<file path="src/include/aof_params.svh">
`ifndef AOF_PARAMS_SVH
`define AOF_PARAMS_SVH

// Register byte offsets on the Wishbone bus.
`define AOF_OFS_CLOCK_CTRL 8'h00
`define AOF_OFS_OUTPUT_CTRL 8'h04
`define AOF_OFS_STATUS 8'h08

// Clock control register fields.
`define AOF_CC_PHASE_LSB 0
`define AOF_CC_PHASE_MSB 1
`define AOF_CC_INVERT_BIT 2
`define AOF_CC_STAB_BIT 3

// Output control register fields.
`define AOF_OC_MODE_LSB 0
`define AOF_OC_MODE_MSB 1
`define AOF_OC_CUR_LSB 2
`define AOF_OC_CUR_MSB 4
`define AOF_OC_TERM_BIT 5

// Status register fields.
`define AOF_ST_PERIOD_LSB 0
`define AOF_ST_PERIOD_MSB 7
`define AOF_ST_MODE_LSB 8
`define AOF_ST_MODE_MSB 9
`define AOF_ST_PIN_CFG_BIT 10

// Reset values and the refused current code.
`define AOF_RST_PHASE 2'h0
`define AOF_RST_CURRENT 3'h4
`define AOF_CUR_ILLEGAL 3'h7

// Word and timing figures.
`define AOF_WORD_BITS 16
`define AOF_PAIR_LINES 8
`define AOF_LATENCY 4
`define AOF_PERIOD_BITS 8
`define AOF_PERIOD_MAX 8'hff
`define AOF_PHASE_STEPS_LOG2 3
`define AOF_DELAY_TAPS 16
`define AOF_SYNC_BITS 5

`endif

</file>
<file path="src/include/aof_pkg.sv">
package aof_pkg;

  // Output format, Gray coded from full rate through the two double rate modes.
  typedef enum logic [1:0] {
    AOF_MODE_FULL = 2'b00,
    AOF_MODE_DDR_CMOS = 2'b01,
    AOF_MODE_DDR_LVDS = 2'b11
  } aof_mode_e;

  typedef logic [15:0] aof_word_t;

endpackage

</file>
<file path="src/hdl/aof_sample_pipe.sv">
`timescale 1ns/1ns
`default_nettype none

module aof_sample_pipe #(
  parameter int WIDTH = 34,
  parameter int DEPTH = 4
) (
  // Clock and reset.
  input wire logic i_clk,
  input wire logic i_rst,
  // Stream.
  input wire logic i_adv,
  input wire logic [WIDTH-1:0] i_data,
  output logic [WIDTH-1:0] o_data
);

  logic [WIDTH-1:0] stage_q [DEPTH];
  logic [WIDTH-1:0] stage_d [DEPTH];

  // On every encode event the first stage takes the input and each later stage the one before it.
  genvar g;
  generate
    for (g = 0; g < DEPTH; g++) begin : g_stage
      if (g == 0) begin : g_first
        always_comb begin
          stage_d[g] = i_adv ? i_data : stage_q[g];
        end
      end else begin : g_rest
        always_comb begin
          stage_d[g] = i_adv ? stage_q[g-1] : stage_q[g];
        end
      end
      always_ff @(posedge i_clk) begin
        if (i_rst) begin
          stage_q[g] <= '0;
        end else begin
          stage_q[g] <= stage_d[g];
        end
      end
    end
  endgenerate

  assign o_data = stage_q[DEPTH-1];

endmodule
`default_nettype wire

</file>
<file path="src/hdl/aof_formatter.sv">
// Chosen here: the register addresses and the Wishbone slave port.
`timescale 1ns/1ns
`default_nettype none
`include "aof_params.svh"

module aof_formatter (
  // Clock and reset.
  input wire logic I_CLK,
  input wire logic I_SYS_RST,
  // Wishbone slave.
  input wire logic I_WB_CYC,
  input wire logic I_WB_STB,
  input wire logic I_WB_WE,
  input wire logic [7:0] I_WB_ADR,
  input wire logic [3:0] I_WB_SEL,
  input wire logic [31:0] I_WB_DAT,
  output logic [31:0] O_WB_DAT,
  output logic O_WB_ACK,
  // Converter core results, on I_CLK.
  input wire aof_pkg::aof_word_t I_CH1_SAMPLE,
  input wire aof_pkg::aof_word_t I_CH2_SAMPLE,
  input wire logic I_CH1_OVR,
  input wire logic I_CH2_OVR,
  // Encode pins and pin-level configuration.
  input wire logic I_SAMPLE_STROBE_P,
  input wire logic I_SAMPLE_STROBE_N,
  input wire logic I_PIN_CFG_SEL,
  input wire logic I_PIN_LVDS_SEL,
  input wire logic I_PIN_STAB_EN,
  // Full rate outputs.
  output logic [15:0] O_CH1_WORD_LINES,
  output logic [15:0] O_CH2_WORD_LINES,
  output logic O_CH1_RANGE_FLAG,
  output logic O_CH2_RANGE_FLAG,
  // Double data rate outputs.
  output logic [7:0] O_CH1_PAIRED_LINES,
  output logic [7:0] O_CH1_PAIRED_LINES_N,
  output logic [7:0] O_CH2_PAIRED_LINES,
  output logic [7:0] O_CH2_PAIRED_LINES_N,
  output logic O_SHARED_RANGE_FLAG,
  output logic O_SHARED_RANGE_FLAG_N,
  // Forwarded clock and driver settings.
  output logic O_FWD_CLOCK_P,
  output logic O_FWD_CLOCK_N,
  output logic O_LVDS_EN,
  output logic [2:0] O_LVDS_CURRENT,
  output logic O_LVDS_TERM
);
  import aof_pkg::*;

  localparam int PW = `AOF_PERIOD_BITS;
  localparam int SW = 2 * `AOF_WORD_BITS + 2;

  // Pin synchroniser, two flip-flops per input.
  logic [`AOF_SYNC_BITS-1:0] sync1_q, sync2_q;
  always_ff @(posedge I_CLK) begin
    if (I_SYS_RST) begin
      sync1_q <= '0;
      sync2_q <= '0;
    end else begin
      sync1_q <= {I_PIN_STAB_EN, I_PIN_LVDS_SEL, I_PIN_CFG_SEL,
                  I_SAMPLE_STROBE_N, I_SAMPLE_STROBE_P};
      sync2_q <= sync1_q;
    end
  end

  // Encode level: differential, or single ended with the complement held low.
  logic enc_lvl, enc_prev_q, enc_ev;
  logic pin_cfg_q, pin_cfg_d;
  logic [1:0] strap_cnt_q, strap_cnt_d;
  assign enc_lvl = sync2_q[0] & ~sync2_q[1];
  assign enc_ev = enc_lvl & ~enc_prev_q;

  // The strap is caught once, when the synchroniser first holds it after reset release.
  always_comb begin
    strap_cnt_d = (strap_cnt_q == 2'h3) ? strap_cnt_q : strap_cnt_q + 2'h1;
    pin_cfg_d = (strap_cnt_q == 2'h2) ? sync2_q[2] : pin_cfg_q;
  end
  always_ff @(posedge I_CLK) begin
    if (I_SYS_RST) begin
      enc_prev_q <= 1'b0;
      strap_cnt_q <= 2'h0;
      pin_cfg_q <= 1'b0;
    end else begin
      enc_prev_q <= enc_lvl;
      strap_cnt_q <= strap_cnt_d;
      pin_cfg_q <= pin_cfg_d;
    end
  end

  // Configuration registers written by the host.
  logic [1:0] phase_q, phase_d;
  logic invert_q, invert_d, stab_q, stab_d;
  aof_mode_e reg_mode_q, reg_mode_d;
  logic [2:0] cur_q, cur_d;
  logic term_q, term_d;
  logic ack_q, ack_d;
  logic [31:0] rdat_q, rdat_d;
  logic [PW-1:0] period_q;
  aof_mode_e mode_q;
  logic wb_req, wb_wr;
  assign wb_req = I_WB_CYC & I_WB_STB & ~ack_q;
  assign wb_wr = wb_req & I_WB_WE & I_WB_SEL[0];

  // Register writes and read mux; every access is answered one cycle later.
  always_comb begin
    phase_d = phase_q;
    invert_d = invert_q;
    stab_d = stab_q;
    reg_mode_d = reg_mode_q;
    cur_d = cur_q;
    term_d = term_q;
    ack_d = wb_req;
    rdat_d = rdat_q;
    if (wb_wr && I_WB_ADR == `AOF_OFS_CLOCK_CTRL) begin
      phase_d = I_WB_DAT[`AOF_CC_PHASE_MSB:`AOF_CC_PHASE_LSB];
      invert_d = I_WB_DAT[`AOF_CC_INVERT_BIT];
      stab_d = I_WB_DAT[`AOF_CC_STAB_BIT];
    end
    if (wb_wr && I_WB_ADR == `AOF_OFS_OUTPUT_CTRL) begin
      if (I_WB_DAT[`AOF_OC_MODE_MSB:`AOF_OC_MODE_LSB] != 2'b10) begin
        reg_mode_d = aof_mode_e'(I_WB_DAT[`AOF_OC_MODE_MSB:`AOF_OC_MODE_LSB]);
      end
      if (I_WB_DAT[`AOF_OC_CUR_MSB:`AOF_OC_CUR_LSB] != `AOF_CUR_ILLEGAL) begin
        cur_d = I_WB_DAT[`AOF_OC_CUR_MSB:`AOF_OC_CUR_LSB];
      end
      term_d = I_WB_DAT[`AOF_OC_TERM_BIT];
    end
    if (wb_req && !I_WB_WE) begin
      rdat_d = 32'h0;
      unique case (I_WB_ADR)
        `AOF_OFS_CLOCK_CTRL: begin
          rdat_d[`AOF_CC_PHASE_MSB:`AOF_CC_PHASE_LSB] = phase_q;
          rdat_d[`AOF_CC_INVERT_BIT] = invert_q;
          rdat_d[`AOF_CC_STAB_BIT] = stab_q;
        end
        `AOF_OFS_OUTPUT_CTRL: begin
          rdat_d[`AOF_OC_MODE_MSB:`AOF_OC_MODE_LSB] = reg_mode_q;
          rdat_d[`AOF_OC_CUR_MSB:`AOF_OC_CUR_LSB] = cur_q;
          rdat_d[`AOF_OC_TERM_BIT] = term_q;
        end
        `AOF_OFS_STATUS: begin
          rdat_d[`AOF_ST_PERIOD_MSB:`AOF_ST_PERIOD_LSB] = period_q;
          rdat_d[`AOF_ST_MODE_MSB:`AOF_ST_MODE_LSB] = mode_q;
          rdat_d[`AOF_ST_PIN_CFG_BIT] = pin_cfg_q;
        end
        default: begin
          rdat_d = 32'h0;
        end
      endcase
    end
  end
  always_ff @(posedge I_CLK) begin
    if (I_SYS_RST) begin
      phase_q <= `AOF_RST_PHASE;
      invert_q <= 1'b0;
      stab_q <= 1'b0;
      reg_mode_q <= AOF_MODE_FULL;
      cur_q <= `AOF_RST_CURRENT;
      term_q <= 1'b0;
      ack_q <= 1'b0;
      rdat_q <= 32'h0;
    end else begin
      phase_q <= phase_d;
      invert_q <= invert_d;
      stab_q <= stab_d;
      reg_mode_q <= reg_mode_d;
      cur_q <= cur_d;
      term_q <= term_d;
      ack_q <= ack_d;
      rdat_q <= rdat_d;
    end
  end
  assign O_WB_ACK = ack_q;
  assign O_WB_DAT = rdat_q;

  // Effective settings: pin configuration offers only full rate or differential DDR.
  aof_mode_e eff_mode;
  logic eff_stab;
  always_comb begin
    if (pin_cfg_q) begin
      eff_mode = sync2_q[3] ? AOF_MODE_DDR_LVDS : AOF_MODE_FULL;
      eff_stab = sync2_q[4];
    end else begin
      eff_mode = reg_mode_q;
      eff_stab = stab_q;
    end
  end

  // Both channels enter one pipeline on the same encode event.
  logic [SW-1:0] pipe_out;
  aof_sample_pipe #(
    .WIDTH(SW),
    .DEPTH(`AOF_LATENCY)
  ) u_pipe (
    .i_clk(I_CLK),
    .i_rst(I_SYS_RST),
    .i_adv(enc_ev),
    .i_data({I_CH2_OVR, I_CH1_OVR, I_CH2_SAMPLE, I_CH1_SAMPLE}),
    .o_data(pipe_out)
  );

  // Encode period measurement and position within the current period.
  logic [PW-1:0] cnt_q, cnt_d, period_d, cnt_inc;
  logic [SW-1:0] cur_w_q, cur_w_d;
  logic hi_q, hi_d;
  aof_mode_e mode_d;
  assign cnt_inc = (cnt_q == `AOF_PERIOD_MAX) ? cnt_q : cnt_q + PW'(1);
  always_comb begin
    cnt_d = enc_ev ? '0 : cnt_inc;
    period_d = enc_ev ? cnt_inc : period_q;
    cur_w_d = enc_ev ? pipe_out : cur_w_q;
    mode_d = enc_ev ? eff_mode : mode_q;
    // The second half of each period is the high phase of the output clock.
    hi_d = !enc_ev && (period_q != '0) && (cnt_d >= (period_q >> 1));
  end
  always_ff @(posedge I_CLK) begin
    if (I_SYS_RST) begin
      cnt_q <= '0;
      period_q <= '0;
      cur_w_q <= '0;
      hi_q <= 1'b0;
      mode_q <= AOF_MODE_FULL;
    end else begin
      cnt_q <= cnt_d;
      period_q <= period_d;
      cur_w_q <= cur_w_d;
      hi_q <= hi_d;
      mode_q <= mode_d;
    end
  end

  // Clock delay line: phase steps of one eighth period, only with stabilizer on.
  logic [`AOF_DELAY_TAPS-3:0] dly_q, dly_d;
  logic [`AOF_DELAY_TAPS-1:0] hist;
  logic [PW+1:0] prod;
  logic [3:0] tap;
  assign prod = (PW + 2)'(period_q) * (PW + 2)'(phase_q);
  assign hist = {dly_q, hi_q, hi_d};
  always_comb begin
    dly_d = {dly_q[`AOF_DELAY_TAPS-4:0], hi_q};
    if (!eff_stab) begin
      tap = 4'h0;
    end else if ((prod >> `AOF_PHASE_STEPS_LOG2) > (PW + 2)'(`AOF_DELAY_TAPS - 1)) begin
      tap = 4'hf;
    end else begin
      tap = 4'(prod >> `AOF_PHASE_STEPS_LOG2);
    end
  end

  // Output word formatting for the next cycle.
  logic [15:0] w1_d, w2_d;
  logic [7:0] p1_d, p2_d;
  logic f1_d, f2_d, fs_d, clk_d, lvds_d;
  aof_word_t w1, w2;
  assign w1 = cur_w_d[15:0];
  assign w2 = cur_w_d[31:16];
  always_comb begin
    w1_d = 16'h0;
    w2_d = 16'h0;
    f1_d = 1'b0;
    f2_d = 1'b0;
    fs_d = 1'b0;
    p1_d = 8'h0;
    p2_d = 8'h0;
    lvds_d = (mode_d == AOF_MODE_DDR_LVDS);
    clk_d = hist[tap] ^ invert_q;
    if (mode_d == AOF_MODE_FULL) begin
      w1_d = w1;
      w2_d = w2;
      f1_d = cur_w_d[32];
      f2_d = cur_w_d[33];
    end else begin
      for (int i = 0; i < `AOF_PAIR_LINES; i++) begin
        p1_d[i] = hi_d ? w1[2*i+1] : w1[2*i];
        p2_d[i] = hi_d ? w2[2*i+1] : w2[2*i];
      end
      fs_d = hi_d ? cur_w_d[32] : cur_w_d[33];
    end
  end

  // Output flip-flops; complements are registered from the same next value.
  always_ff @(posedge I_CLK) begin
    if (I_SYS_RST) begin
      dly_q <= '0;
      O_CH1_WORD_LINES <= 16'h0;
      O_CH2_WORD_LINES <= 16'h0;
      O_CH1_RANGE_FLAG <= 1'b0;
      O_CH2_RANGE_FLAG <= 1'b0;
      O_CH1_PAIRED_LINES <= 8'h0;
      O_CH1_PAIRED_LINES_N <= 8'hff;
      O_CH2_PAIRED_LINES <= 8'h0;
      O_CH2_PAIRED_LINES_N <= 8'hff;
      O_SHARED_RANGE_FLAG <= 1'b0;
      O_SHARED_RANGE_FLAG_N <= 1'b1;
      O_FWD_CLOCK_P <= 1'b0;
      O_FWD_CLOCK_N <= 1'b1;
      O_LVDS_EN <= 1'b0;
      O_LVDS_CURRENT <= `AOF_RST_CURRENT;
      O_LVDS_TERM <= 1'b0;
    end else begin
      dly_q <= dly_d;
      O_CH1_WORD_LINES <= w1_d;
      O_CH2_WORD_LINES <= w2_d;
      O_CH1_RANGE_FLAG <= f1_d;
      O_CH2_RANGE_FLAG <= f2_d;
      O_CH1_PAIRED_LINES <= p1_d;
      O_CH1_PAIRED_LINES_N <= ~p1_d;
      O_CH2_PAIRED_LINES <= p2_d;
      O_CH2_PAIRED_LINES_N <= ~p2_d;
      O_SHARED_RANGE_FLAG <= fs_d;
      O_SHARED_RANGE_FLAG_N <= ~fs_d;
      O_FWD_CLOCK_P <= clk_d;
      O_FWD_CLOCK_N <= ~clk_d;
      O_LVDS_EN <= lvds_d;
      O_LVDS_CURRENT <= cur_q;
      O_LVDS_TERM <= lvds_d & term_q;
    end
  end

endmodule
`default_nettype wire

</file>
<file path="config.mk">
export PLATFORM = sky130hd
export DESIGN_NAME = aof_formatter
export DESIGN_NICKNAME = d
export VERILOG_FILES = /design/src/include/aof_pkg.sv /design/src/hdl/aof_sample_pipe.sv /design/src/hdl/aof_formatter.sv
export VERILOG_INCLUDE_DIRS = /design/src /design/src/include
export SDC_FILE = /design/constraint.sdc
export NUM_CORES = 1
export LEC_CHECK = 0
export ABC_AREA = 1
export BUFFER_PORTS_ARGS = -buffer_cell sky130_fd_sc_hd__buf_2
export CAP_MARGIN = 10
export CELL_PAD_IN_SITES_DETAIL_PLACEMENT = 1
export CELL_PAD_IN_SITES_GLOBAL_PLACEMENT = 2
export CORE_MARGIN = 2
export CORE_UTILIZATION = 32
export CTS_CLUSTER_SIZE = 8
export DETAILED_ROUTE_END_ITERATION = 12
export GPL_ROUTABILITY_DRIVEN = 0
export PLACE_DENSITY = 0.9
export SLEW_MARGIN = 10
export SYNTH_ARGS = -nofsm -noshare
export SYNTH_HDL_FRONTEND = slang
export SYNTH_HIERARCHICAL = 1
export SYNTH_SLANG_ARGS = --single-unit
</file>
<file path="constraint.sdc">
create_clock -name I_CLK -period 3.8 [get_ports I_CLK]
set_input_delay 0.76 -clock I_CLK [delete_from_list [all_inputs] [get_ports I_CLK]]
set_output_delay 0.76 -clock I_CLK [all_outputs]
set_load 0.02 [all_outputs]
</file>
==> summary.txt, run 1 <==
Run status
  • Status: finished clean

Final layout
  • Nets: 1935
  • Most frequent cells in the layout: nand2_1, nor2_1, dfxtp_1, inv_1, buf_2
  • N_diodes: 0
  • Area occupied by multi-input gates: 4710 µm²
  • Fillers: 4824
  • Sequential cell area: 6290 µm²
  • Fraction of layout cells with a size suffix above 1: 0.131
  • Area Overhead vs Synth: 18.3%
  • Util after Layout: 0.382
  • Most common cell after layout, fill and taps aside: nand2_1

Pwr
  • Sw Share: 0.238
  • Power per cell area: slightly above 500 nW/µm²
  • Clock network fraction of total power: 0.465
  • Power Total: 7.46 mW
  • Leakage Power: between 6 and 7 nW
  • Switch Pwr: 1.78 mW
  • Combinational group share of total power: 0.072
  • Power Internal: 5.69 mW
  • Flop pwr share: 0.463
  • VDD IR max: 0.000289 V

Logic synthesis
  • Post-Syn Instances: 1697
  • Synth top area share: 0.506
  • Top post-synthesis cells by area: dfxtp_1, nand2_1, nor2_1
  • Ys Warns: 6
  • EDFF count, synth: 0
  • Predominant post-synthesis flop cell: dfxtp_1
  • Sequential area share after synthesis: 0.506
  • Distinct cell type count after synthesis: between 40 and 50
  • Syn_area_per_cell: 7.32 µm²
  • Async set-reset flop share out of synthesis: 0
  • Mapped cell area: around 12000 µm²
  • Synth area leader: dfxtp_1
  • #FFs+latches synth: 314

Timing
  • # setup viols final: 0
  • Min Tclk post-route: 3.35 ns
  • Final Hold Fails: 0
  • RSZ-0062 raised after global routing: no
  • Final Max Slew Viols: 0
  • Clk_skew: 0.0231 ns
  • Worst-Margin Slew: 0.888 ns
  • Setup_tns: 0 ns
  • Fin crit share: 0.881
  • Max_slew headroom: 0.408
  • Maximum clock frequency: 299 MHz
  • Worst Hold Slack: 0.405 ns

Setup path
  • Critical path cell sequence: ha_1 -> nand2_1 -> inv_1 -> nand4_2 -> nand2_1 -> o21ai_0 -> inv_1 -> nor2_1 -> ha_1 -> o21ai_0 -> nand2_1 -> nand2_1 -> nand2_1 -> nand2_1 -> nand2_1 -> nand2_1 -> nand2_1 -> nand2_1 -> a21oi_4 -> inv_2 -> nand2_1 -> nand3_1
  • CP max stage delay: around 0.38 ns
  • Critical path startpoint category: flip-flop
  • CP delay by family, top: simple AND/OR/NAND/NOR gates
  • Critical Path Most Common Cell: nand2_1
  • Slowest-stage cell, CP: dfxtp_1
  • Reg-to-Reg Start: cnt_q[0]$_SDFF_PP0_
  • Worst path bufs/invs: 3
  • Worst Path Arrival: 3.66 ns
  • Crit. Startpoint: cnt_q[0]$_SDFF_PP0_
  • Worst Path Required: 4.11 ns
  • Worst-path fanout max: 17
  • WP depth: 22
  • Crit path capture type: flip-flop
  • R2R depth: 22
  • Crit path kind: reg2reg

GRT
  • First-pass GRT wire length: between 40000 and 50000 µm
  • Vias in the first global route: 10100
  • Grt total ovfl: 0
  • GRT Total Usage: 0.146
  • Initial antenna violation count: 0
  • Largest net degree at the start of global routing: 189

CTS
  • Reg clk slew, reported paths: about 0.050 ns
  • H-Tree Level Count: 2
  • Hold buffers post-CTS: 0
  • Root Driver: clkbuf_16
  • Clk sinks: 314
  • Post-CTS sizing: 0
  • Post-CTS setup buffers: 0
  • Longest Clk Path Bufs: 3
  • Clk_lat worst skew: 0.55 ns
  • Cts bufs inserted: 45
  • CTS tree: done

Detailed routing
  • Wire per inst: 12.6 µm
  • Initial DRC count: 411
  • Drt total wl: 29600 µm
  • Via count: 9863
  • Pre-Repair DR Iteration Count: 4
  • # DRC: 0
  • Antenna Nets Post-Route: 0
  • Via/cell ratio: 4.19

Floorplan
  • Die Span Y: around 200 µm
  • Row count: 72
  • DIE WIDTH: approximately 200 µm
  • Core ar.: 38500 µm²
  • Ports: around 200
  • Starting Density: 0.323
  • Die Area: 40400 µm²

Hold path
  • HP Start: sync1_q[1]$_SDFF_PP0_
  • Hold Crit Depth: 2
  • Min-delay worst type: reg2reg

Placed design
  • Dpl hpwl: between 20000 and 25000 µm
  • Number of port buffers: 145

Flow run
  • Max_cap viols: 0
-- power groups by stage --
stage | Sequential, mW | Clock [mW] | Combinational [mW]
2_1_floorplan | 3.51 | 0 | 0.414
3_3_place_gp | 3.52 | 0 | 0.531
3_5_place_dp | 3.52 | 0 | 0.547
4_1_cts | 3.46 | 3.60 | 0.551
5_1_grt | 3.46 | 3.74 | 0.631
6_report | 3.46 | 3.47 | 0.538
-- cell families (layout without fill, tap and decap cells) --
kind of cell / count (synthesis) / after routing / synth area share
flip-flops: 314 / 314 / 0.506
AO/OA/AOI/OAI: 74 / 74 / 0.0344
buffers and inverters: 356 / 474 / 0.121
AND/OR/NAND/NOR: 893 / 893 / 0.287
multiplexers: 35 / 35 / 0.0282
adder cells (fa/ha/maj): 16 / 16 / 0.0161
other: 1 / 21 / 0.000302
XOR/XNOR: 8 / 8 / 0.00716
-- layer usage --
metal  up-vias  global-route usage  routed length (µm)
met4         0              0.0495                 740
li1       5241                   -                   -
met3        57              0.0299                1350
met5         -                   0                   0
met1      4410               0.180               13400
met2       155               0.254               14100
-- area by class of cell --
type,count,share of cell area
inverter,263,0.0674
clock buffer,47,0.0779
timing repair buffer,160,0.0589
sequential,314,0.428
tap,518,0.0441
multi-input combinational,1047,0.321
clock inverter,4,0.00315
-- path summary, 6_finish.rpt --
path	to	slack [ns]
worst max-delay path	O_CH2_PAIRED_LINES_N[6]$_SDFF_PP1_	0.45
worst min-delay path	sync2_q[1]$_SDFF_PP0_	0.40
worst max register to register	O_CH2_PAIRED_LINES_N[6]$_SDFF_PP1_	0.45
worst min register to register	sync2_q[1]$_SDFF_PP0_	0.40
-- metrics by stage --
stage | std cells | cell area (µm²) | setup WS [ns]
finish | 2353 | 14700 | 0.453
global route | 2353 | 14700 | 0.0635
CTS | 2353 | 14700 | 0.389
detailed placement | 2302 | 13500 | 0.399
global placement | 2302 | 13500 | 0.573
floorplan | 1717 | 12500 | 0.937
-- Yosys cell counts (2+ instances only) --
library cell / number
o221ai_1: 3
o21ai_2: 2
nand2_4: 4
xor2_1: 3
nor4_1: 3
o21ai_0: 22
nand2_1: 406
buf_4: 32
clkbuf_1: 28
inv_2: 6
inv_1: 256
nor2_4: 2
a21oi_1: 34
mux2i_1: 35
o21bai_1: 2
ha_1: 16
nor2_1: 403
dfxtp_1: 314
nand3_2: 3
xnor2_1: 4
nand3_1: 48
o211ai_1: 4
buf_2: 31
nand2_2: 6
a31oi_1: 2
nor3_1: 11
-- sequential cells by signal (all words and copies together), names as in the netlist, 3 cells and up --
signal	count
sync2_q	5
sync1_q	5
u_pipe/stage_q	136
O_CH2_WORD_LINES	16
O_CH1_PAIRED_LINES	8
cur_w_q	34
O_WB_DAT	11
period_q	8
O_CH2_PAIRED_LINES	8
cnt_q	8
dly_q	14
O_CH1_WORD_LINES	16
O_LVDS_CURRENT	3
O_CH2_PAIRED_LINES_N	8
O_CH1_PAIRED_LINES_N	8
cur_q	3
-- worst min-delay path: stages, from the launching register on --
cell	delay, ns
dfxtp_1	0.29
inv_1	0.04
nor2_1	0.03
Power figures use the tool's default switching activity.
==> inputs of run 2 (changes only) <==
--- a/config.mk
+++ b/config.mk
@@ -16,6 +16,7 @@
 export CTS_CLUSTER_SIZE = 8
 export DETAILED_ROUTE_END_ITERATION = 12
 export GPL_ROUTABILITY_DRIVEN = 0
+export GPL_TIMING_DRIVEN = 0
 export PLACE_DENSITY = 0.9
 export SLEW_MARGIN = 10
 export SYNTH_ARGS = -nofsm -noshare
==> run 2 against run 1 <==
Net effect: critical endpoint is now O_CH1_PAIRED_LINES_N[7]$_SDFF_PP1_; worst setup slack lost 0.079 ns; routed wire length grew 11%; largest power group unchanged; worst hold slack lost 0.0040 ns; register-to-register slack lost 0.08 ns.
==> summary.txt, run 2 (synthesized netlist as in run 1, its figures left out) <==
Final layout
  • Largest registers: u_pipe/stage_q: 136 flops, cur_w_q: 34 flops
  • Most common cell after layout, fill and taps aside: nand2_1
  • Nets: roughly 2000
  • Non-Filler Cell Area, Final: 15100 µm²
  • Largest register FFs: 136
  • Top reg by flops: u_pipe/stage_q
  • Area Overhead vs Synth: 21.7%
  • Fraction of layout cells with a size suffix above 1: 0.152
  • Most frequent cells in the layout: nand2_1, nor2_1, dfxtp_1, inv_1, buf_2

Setup path
  • Critical Path Most Common Cell: nand2_1
  • Slowest-stage cell, CP: clkbuf_1
  • Crit path capture type: flip-flop
  • Critical path startpoint category: flip-flop
  • CP max stage delay: 0.38 ns
  • Worst path bufs/invs: 6
  • Critical path cell sequence: inv_1 -> nor3_4 -> inv_2 -> clkbuf_1 -> clkbuf_1 -> nand2_1 -> ha_1 -> o21ai_0 -> nand2_1 -> nand2_1 -> nand2_1 -> nand2_1 -> nand2_1 -> nand2_1 -> nand2_1 -> nand2_1 -> a21oi_4 -> inv_2 -> buf_2 -> nand2_1 -> nand3_1
  • Crit path kind: reg2reg
  • Worst Path Required: 4.15 ns
  • Worst-path fanout max: 10
  • Worst Path Arrival: 3.77 ns
  • CP delay by family, top: buffers and inverters

Placed design
  • Dpl hpwl: ~25000 µm
  • DP Area: 13900 µm²
  • Number of port buffers: 145
  • DP Worst Slack: -0.407 ns

Detailed routing
  • Pre-Repair DR Iteration Count: 4
  • Via/cell ratio: 4.22
  • Antenna Nets Post-Route: 0
  • Drt total wl: approximately 33000 µm
  • Wire per inst: between 10 and 15 µm
  • # DRC: 0
  • Via count: 10300
  • Initial DRC count: roughly 280

Floorplan
  • Starting Density: 0.323
  • Die Span Y: 201 µm
  • Ports: around 200
  • DIE WIDTH: 201 µm
  • Row count: 72
  • Core ar.: 38500 µm²
  • Die Area: 40400 µm²

GRT
  • Largest net degree at the start of global routing: 21
  • Grt total ovfl: 0
  • Vias in the first global route: ~11000
  • First-pass GRT wire length: 53600 µm
  • Initial antenna violation count: 1
  • GRT Total Usage: 0.164

Timing
  • Final Max Slew Viols: 0
  • Worst-Margin Slew: about 1.1 ns
  • Clk_skew: 0.0234 ns
  • Final Hold Fails: 0
  • Min Tclk post-route: 3.43 ns
  • Maximum clock frequency: 292 MHz
  • # setup viols final: 0
  • Final WS setup: 0.375 ns
  • Max_slew headroom: 0.275
  • RSZ-0062 raised after global routing: no
  • Fin crit share: 0.901

CTS
  • Clk_lat worst skew: 0.56 ns
  • CTS tree: done
  • Clk sinks: 314
  • Hold buffers post-CTS: 0
  • Reg clk slew, reported paths: 0.05 ns
  • Longest Clk Path Bufs: 3
  • H-Tree Level Count: 2
  • Cts bufs inserted: 45
  • Root Driver: clkbuf_16

Pwr
  • Leakage Power: 7.24 nW
  • Power Total: 7.64 mW
  • VDD IR max: between 0.0002 and 0.0003 V
  • Power per cell area: 506 nW/µm²

Run status
  • Status: finished clean

Hold path
  • Min-delay worst type: reg2reg

Flow run
  • Max_cap viols: 0
[run 2: changes by cell type in the layout (fill, tap and decap cells not counted), sizes merged]
cell and delta:
bufinv +1, diode +1, buf +54, clkinv -3
clkbuf +28
[run 2: power breakdown]
group / switching, mW / leakage [nW] / internal [mW]
clock: 1.36 / 0.600 / 2.22
sequential: 0.0543 / 2.55 / 3.40
combinational: 0.385 / 4.09 / 0.215
total: 1.80 / 7.24 / 5.84
[run 2: final cells by class]
class / instances / area (µm²)
fillers: 4861 / 23400
repair buffers: 148 / 748
flip-flops and latches: 314 / 6290
multi-input cells: 1047 / 4710
clock buffers: 49 / 1180
inverters: 263 / 987
well taps: 518 / 648
plain buffers: 92 / 513
clock inverters: 2 / 38.8
diodes: 1 / 2.50
[run 2: tightest hold or removal path, delay by kind of cell, from the launching register on]
family / cells / cell delay [ns]
DFF: 1 / 0.29
buffers and inverters: 1 / 0.04
and+or+nand+nor: 1 / 0.03
[run 2: worst paths after layout]
| path | depth (start not counted) | from | endpoint | slack (ns) |
|---|---|---|---|---|
| setup / recovery | 21 | sync2_q[0]$_SDFF_PP0_ | O_CH1_PAIRED_LINES_N[7]$_SDFF_PP1_ | 0.37 |
| hold / removal | 2 | sync1_q[3]$_SDFF_PP0_ | sync2_q[3]$_SDFF_PP0_ | 0.40 |
| setup reg to reg | 21 | sync2_q[0]$_SDFF_PP0_ | O_CH1_PAIRED_LINES_N[7]$_SDFF_PP1_ | 0.37 |
| hold reg to reg | 2 | sync1_q[3]$_SDFF_PP0_ | sync2_q[3]$_SDFF_PP0_ | 0.40 |
[run 2: stage by stage]
| step | instances | hold WS (ns) | TNS [ns] | utilization |
|---|---|---|---|---|
| final | 2434 | 0.401 | 0 | 0.393 |
| after global routing | 2434 | 0.409 | 0 | 0.393 |
| after CTS | 2430 | 0.391 | 0 | 0.392 |
| after detailed placement | 2380 | 0.401 | -8.10 | 0.360 |
| after global placement | 2380 | 0.397 | -5.51 | 0.360 |
| after floorplan | 1717 | 0.388 | 0 | - |
[run 2: repair_timing]
action / in CTS / in global routing
resized for setup: 1 / 2
pin swaps: 0 / 1
endpoints found under the setup margin: 37 / 21
setup buffers: 0 / 3
[run 2: routing by layer]
| layer | GRT usage | wire (µm) | vias to the layer above |
|---|---|---|---|
| met3 | 0.0286 | 1300 | 74 |
| met2 | 0.301 | 16600 | 177 |
| met4 | 0.0720 | 1100 | 0 |
| li1 | - | - | 5406 |
| met1 | 0.184 | 13900 | 4612 |
| met5 | 0 | 0 | - |
==> inputs of run 3 (changes only) <==
--- a/config.mk
+++ b/config.mk
@@ -6,13 +6,12 @@
 export SDC_FILE = /design/constraint.sdc
 export NUM_CORES = 1
 export LEC_CHECK = 0
-export ABC_AREA = 1
 export BUFFER_PORTS_ARGS = -buffer_cell sky130_fd_sc_hd__buf_2
 export CAP_MARGIN = 10
 export CELL_PAD_IN_SITES_DETAIL_PLACEMENT = 1
 export CELL_PAD_IN_SITES_GLOBAL_PLACEMENT = 2
 export CORE_MARGIN = 2
-export CORE_UTILIZATION = 32
+export CORE_UTILIZATION = 35
 export CTS_CLUSTER_SIZE = 8
 export DETAILED_ROUTE_END_ITERATION = 12
 export GPL_ROUTABILITY_DRIVEN = 0
==> run 3 against run 2 <==
Net effect: worst setup slack worse by 0.10 ns; non-clock buffer count down 14; maximum frequency down 3.0%; utilization up 4.1 points; cell count down 25%; final area down 6.4%; critical path depth down 5; clock power down 3%; critical path type unchanged; synthesized cell count down 31%; sequential share of layout area up 2.8 points; largest cell class unchanged.
==> summary.txt, run 3 <==
Run status
  • Status: finished clean

Final layout
  • N_diodes: 0
  • Area Overhead vs Synth: 21.8%
  • Nets: roughly 1500
  • Most frequent cells in the layout: dfxtp_1, nor2_1, mux2i_1, buf_2, clkbuf_16
  • Fraction of layout cells with a size suffix above 1: 0.192
  • Largest registers: u_pipe/stage_q: 136 flops, cur_w_q: 34 flops
  • Fillers: 3718
  • Most common cell after layout, fill and taps aside: dfxtp_1
  • Final Instance Count excl. Fillers: 1815
  • Largest register FFs: 136
  • Top reg by flops: u_pipe/stage_q

Detailed routing
  • Wire per inst: 16.5 µm
  • Pre-Repair DR Iteration Count: 4
  • Top Metal Used: met4
  • Antenna Nets Post-Route: 0
  • Via count: roughly 8600
  • Via/cell ratio: 4.72
  • Drt total wl: 30000 µm
  • # DRC: 0
  • Met2 routed WL: between 15000 and 20000 µm
  • Initial DRC count: 313
  • DR WL met3: 1190 µm
  • WL met1: roughly 13000 µm

GRT
  • Vias in the first global route: 9023
  • Grt total ovfl: 0
  • GRT Total Usage: 0.175
  • Largest net degree at the start of global routing: 20
  • Initial antenna violation count: 0
  • First-pass GRT wire length: 47800 µm

CTS
  • Hold buffers post-CTS: 0
  • Root Driver: clkbuf_16
  • Reg clk slew, reported paths: roughly 0.05 ns
  • Post-CTS setup buffers: 0
  • Clk sinks: 314
  • Longest Clk Path Bufs: 3
  • CTS tree: done
  • Cts bufs inserted: 45
  • Post-CTS sizing: 9
  • Clk_lat worst skew: approximately 0.54 ns
  • H-Tree Level Count: 2

Logic synthesis
  • Sequential area share after synthesis: 0.541
  • Synth top area share: 0.541
  • Async set-reset flop share out of synthesis: 0
  • Synth area leader: dfxtp_1
  • Post-Syn Instances: 1163
  • Syn_area_per_cell: 9.98 µm²
  • Most instantiated cells after synthesis: dfxtp_1, nor2_1, mux2i_1
  • #FFs+latches synth: 314
  • Mapped cell area: around 12000 µm²
  • EDFF count, synth: 0
  • Predominant post-synthesis flop cell: dfxtp_1
  • Top post-synthesis cells by area: dfxtp_1, mux2i_1, nor2_1
  • Top-count cell post-synth: dfxtp_1
  • Ys Warns: 6
  • Distinct cell type count after synthesis: 63

Hold path
  • Min-delay worst type: reg2reg

Timing
  • # setup viols final: 0
  • Clk_skew: 0.0187 ns
  • Fin crit share: 0.929
  • Worst Hold Slack: between 0.4 and 0.5 ns
  • Maximum clock frequency: between 200 and 300 MHz
  • Min Tclk post-route: 3.53 ns
  • Worst-Margin Slew: 0.838 ns
  • Max_slew headroom: 0.441
  • Final Hold Fails: 0
  • RSZ-0062 raised after global routing: yes
  • Final Max Slew Viols: 0

Pwr
  • VDD IR max: 0.000292 V
  • Switch Pwr: between 1.5 and 2 mW
  • Power per cell area: 508 nW/µm²
  • Clock network fraction of total power: 0.483
  • Power Internal: between 5 and 6 mW
  • Sw Share: 0.222
  • Combinational group share of total power: 0.050
  • Leakage Power: 6.07 nW
  • Flop pwr share: 0.468

Floorplan
  • DIE WIDTH: 186 µm
  • Row count: 66
  • Die Area: 34700 µm²
  • Core ar.: approximately 33000 µm²
  • Die Span Y: 186 µm
  • Starting Density: 0.356
  • Ports: around 200

Placed design
  • # placed instances: 1768
  • Dpl hpwl: 22100 µm
  • Number of port buffers: 143

Setup path
  • Critical path startpoint category: flip-flop
  • Crit path kind: reg2reg
  • Worst path bufs/invs: 4
  • Worst-path fanout max: 19
  • Crit path capture type: flip-flop
  • Critical path cell sequence: nand2b_1 -> or2_2 -> buf_4 -> clkinvlp_4 -> clkbuf_2 -> nor2_1 -> ha_1 -> o21ai_0 -> o21ai_0 -> o211ai_1 -> a31oi_1 -> clkbuf_8 -> a221oi_1 -> o221a_1 -> o21a_1 -> o21a_1
  • Slowest-stage cell, CP: or2_2
  • R2R setup slack: 0.27 ns
  • CP max stage delay: 0.35 ns
  • Worst Path Arrival: 3.95 ns
  • Worst Path Required: 4.22 ns
  • CP delay by family, top: compound AO/OA/AOI/OAI gates

Flow run
  • Max_cap viols: 0
==> run 3: kinds of logic (layout without fill, tap and decap cells) <==
kind of cell               Yosys count  after routing  synth area share
other                                1             21          0.000323
xor gates and xnor gates             7              7           0.00528
adders and majority gates           16             16            0.0172
and+or+nand+nor                    406            406             0.156
AOI/OAI and AO/OA                  114            114            0.0621
buffers and inverters              117            307            0.0557
muxes                              188            188             0.162
DFF                                314            314             0.541
==> run 3: final cells by class <==
type / count / area (µm²) / area share
sequential: 314 / 6290 / 0.444
multi-input combinational: 752 / 4760 / 0.336
clock buffer: 47 / 1140 / 0.0808
timing repair buffer: 143 / 716 / 0.0506
tap: 442 / 553 / 0.0391
buffer: 83 / 526 / 0.0371
inverter: 31 / 120 / 0.00849
clock inverter: 3 / 45.0 / 0.00318
==> run 3: stage by stage <==
step	setup slack (ns)	util	setup TNS [ns]	power [mW]	instance area, µm²
detailed placement	-0.875	0.397	-19.09	3.78	13000
global route	-0.0123	0.434	-0.0123	7.47	14100
finish	0.270	0.434	0	7.18	14100
CTS	0.108	0.434	0	7.29	14100
global placement	-0.793	0.397	-16.24	3.77	13000
floorplan	0.318	-	0	3.67	11700
==> run 3: final timing paths <==
check | from | to | depth (start not counted)
max | sync2_q[1]$_SDFF_PP0_ | O_FWD_CLOCK_P$_SDFF_PP0_ | 16
min | sync1_q[0]$_SDFF_PP0_ | sync2_q[0]$_SDFF_PP0_ | 1
max reg2reg | sync2_q[1]$_SDFF_PP0_ | O_FWD_CLOCK_P$_SDFF_PP0_ | 16
min reg2reg | sync1_q[0]$_SDFF_PP0_ | sync2_q[0]$_SDFF_PP0_ | 1
==> run 3: per-layer routing <==
metal  GRT usage  vias up
met1       0.209     4113
li1            -     4233
met3      0.0304       48
met4      0.0548        0
met5           0        -
met2       0.319      174
==> run 3: power by group through the flow <==
stage | registers [mW] | logic, mW | clock network (mW)
2_1_floorplan | 3.42 | 0.252 | 0
3_3_place_gp | 3.42 | 0.352 | 0
3_5_place_dp | 3.42 | 0.360 | 0
4_1_cts | 3.36 | 0.360 | 3.57
5_1_grt | 3.36 | 0.391 | 3.72
6_report | 3.36 | 0.357 | 3.47
==> run 3: worst register-to-register path: cells and delay by family, from the launching register on <==
family,cells,cell delay [ns]
AOI/OAI and AO/OA,8,1.27
buffers and inverters,4,1.00
and+or+nand+nor,3,0.57
DFF,1,0.29
adders and majority gates,1,0.29
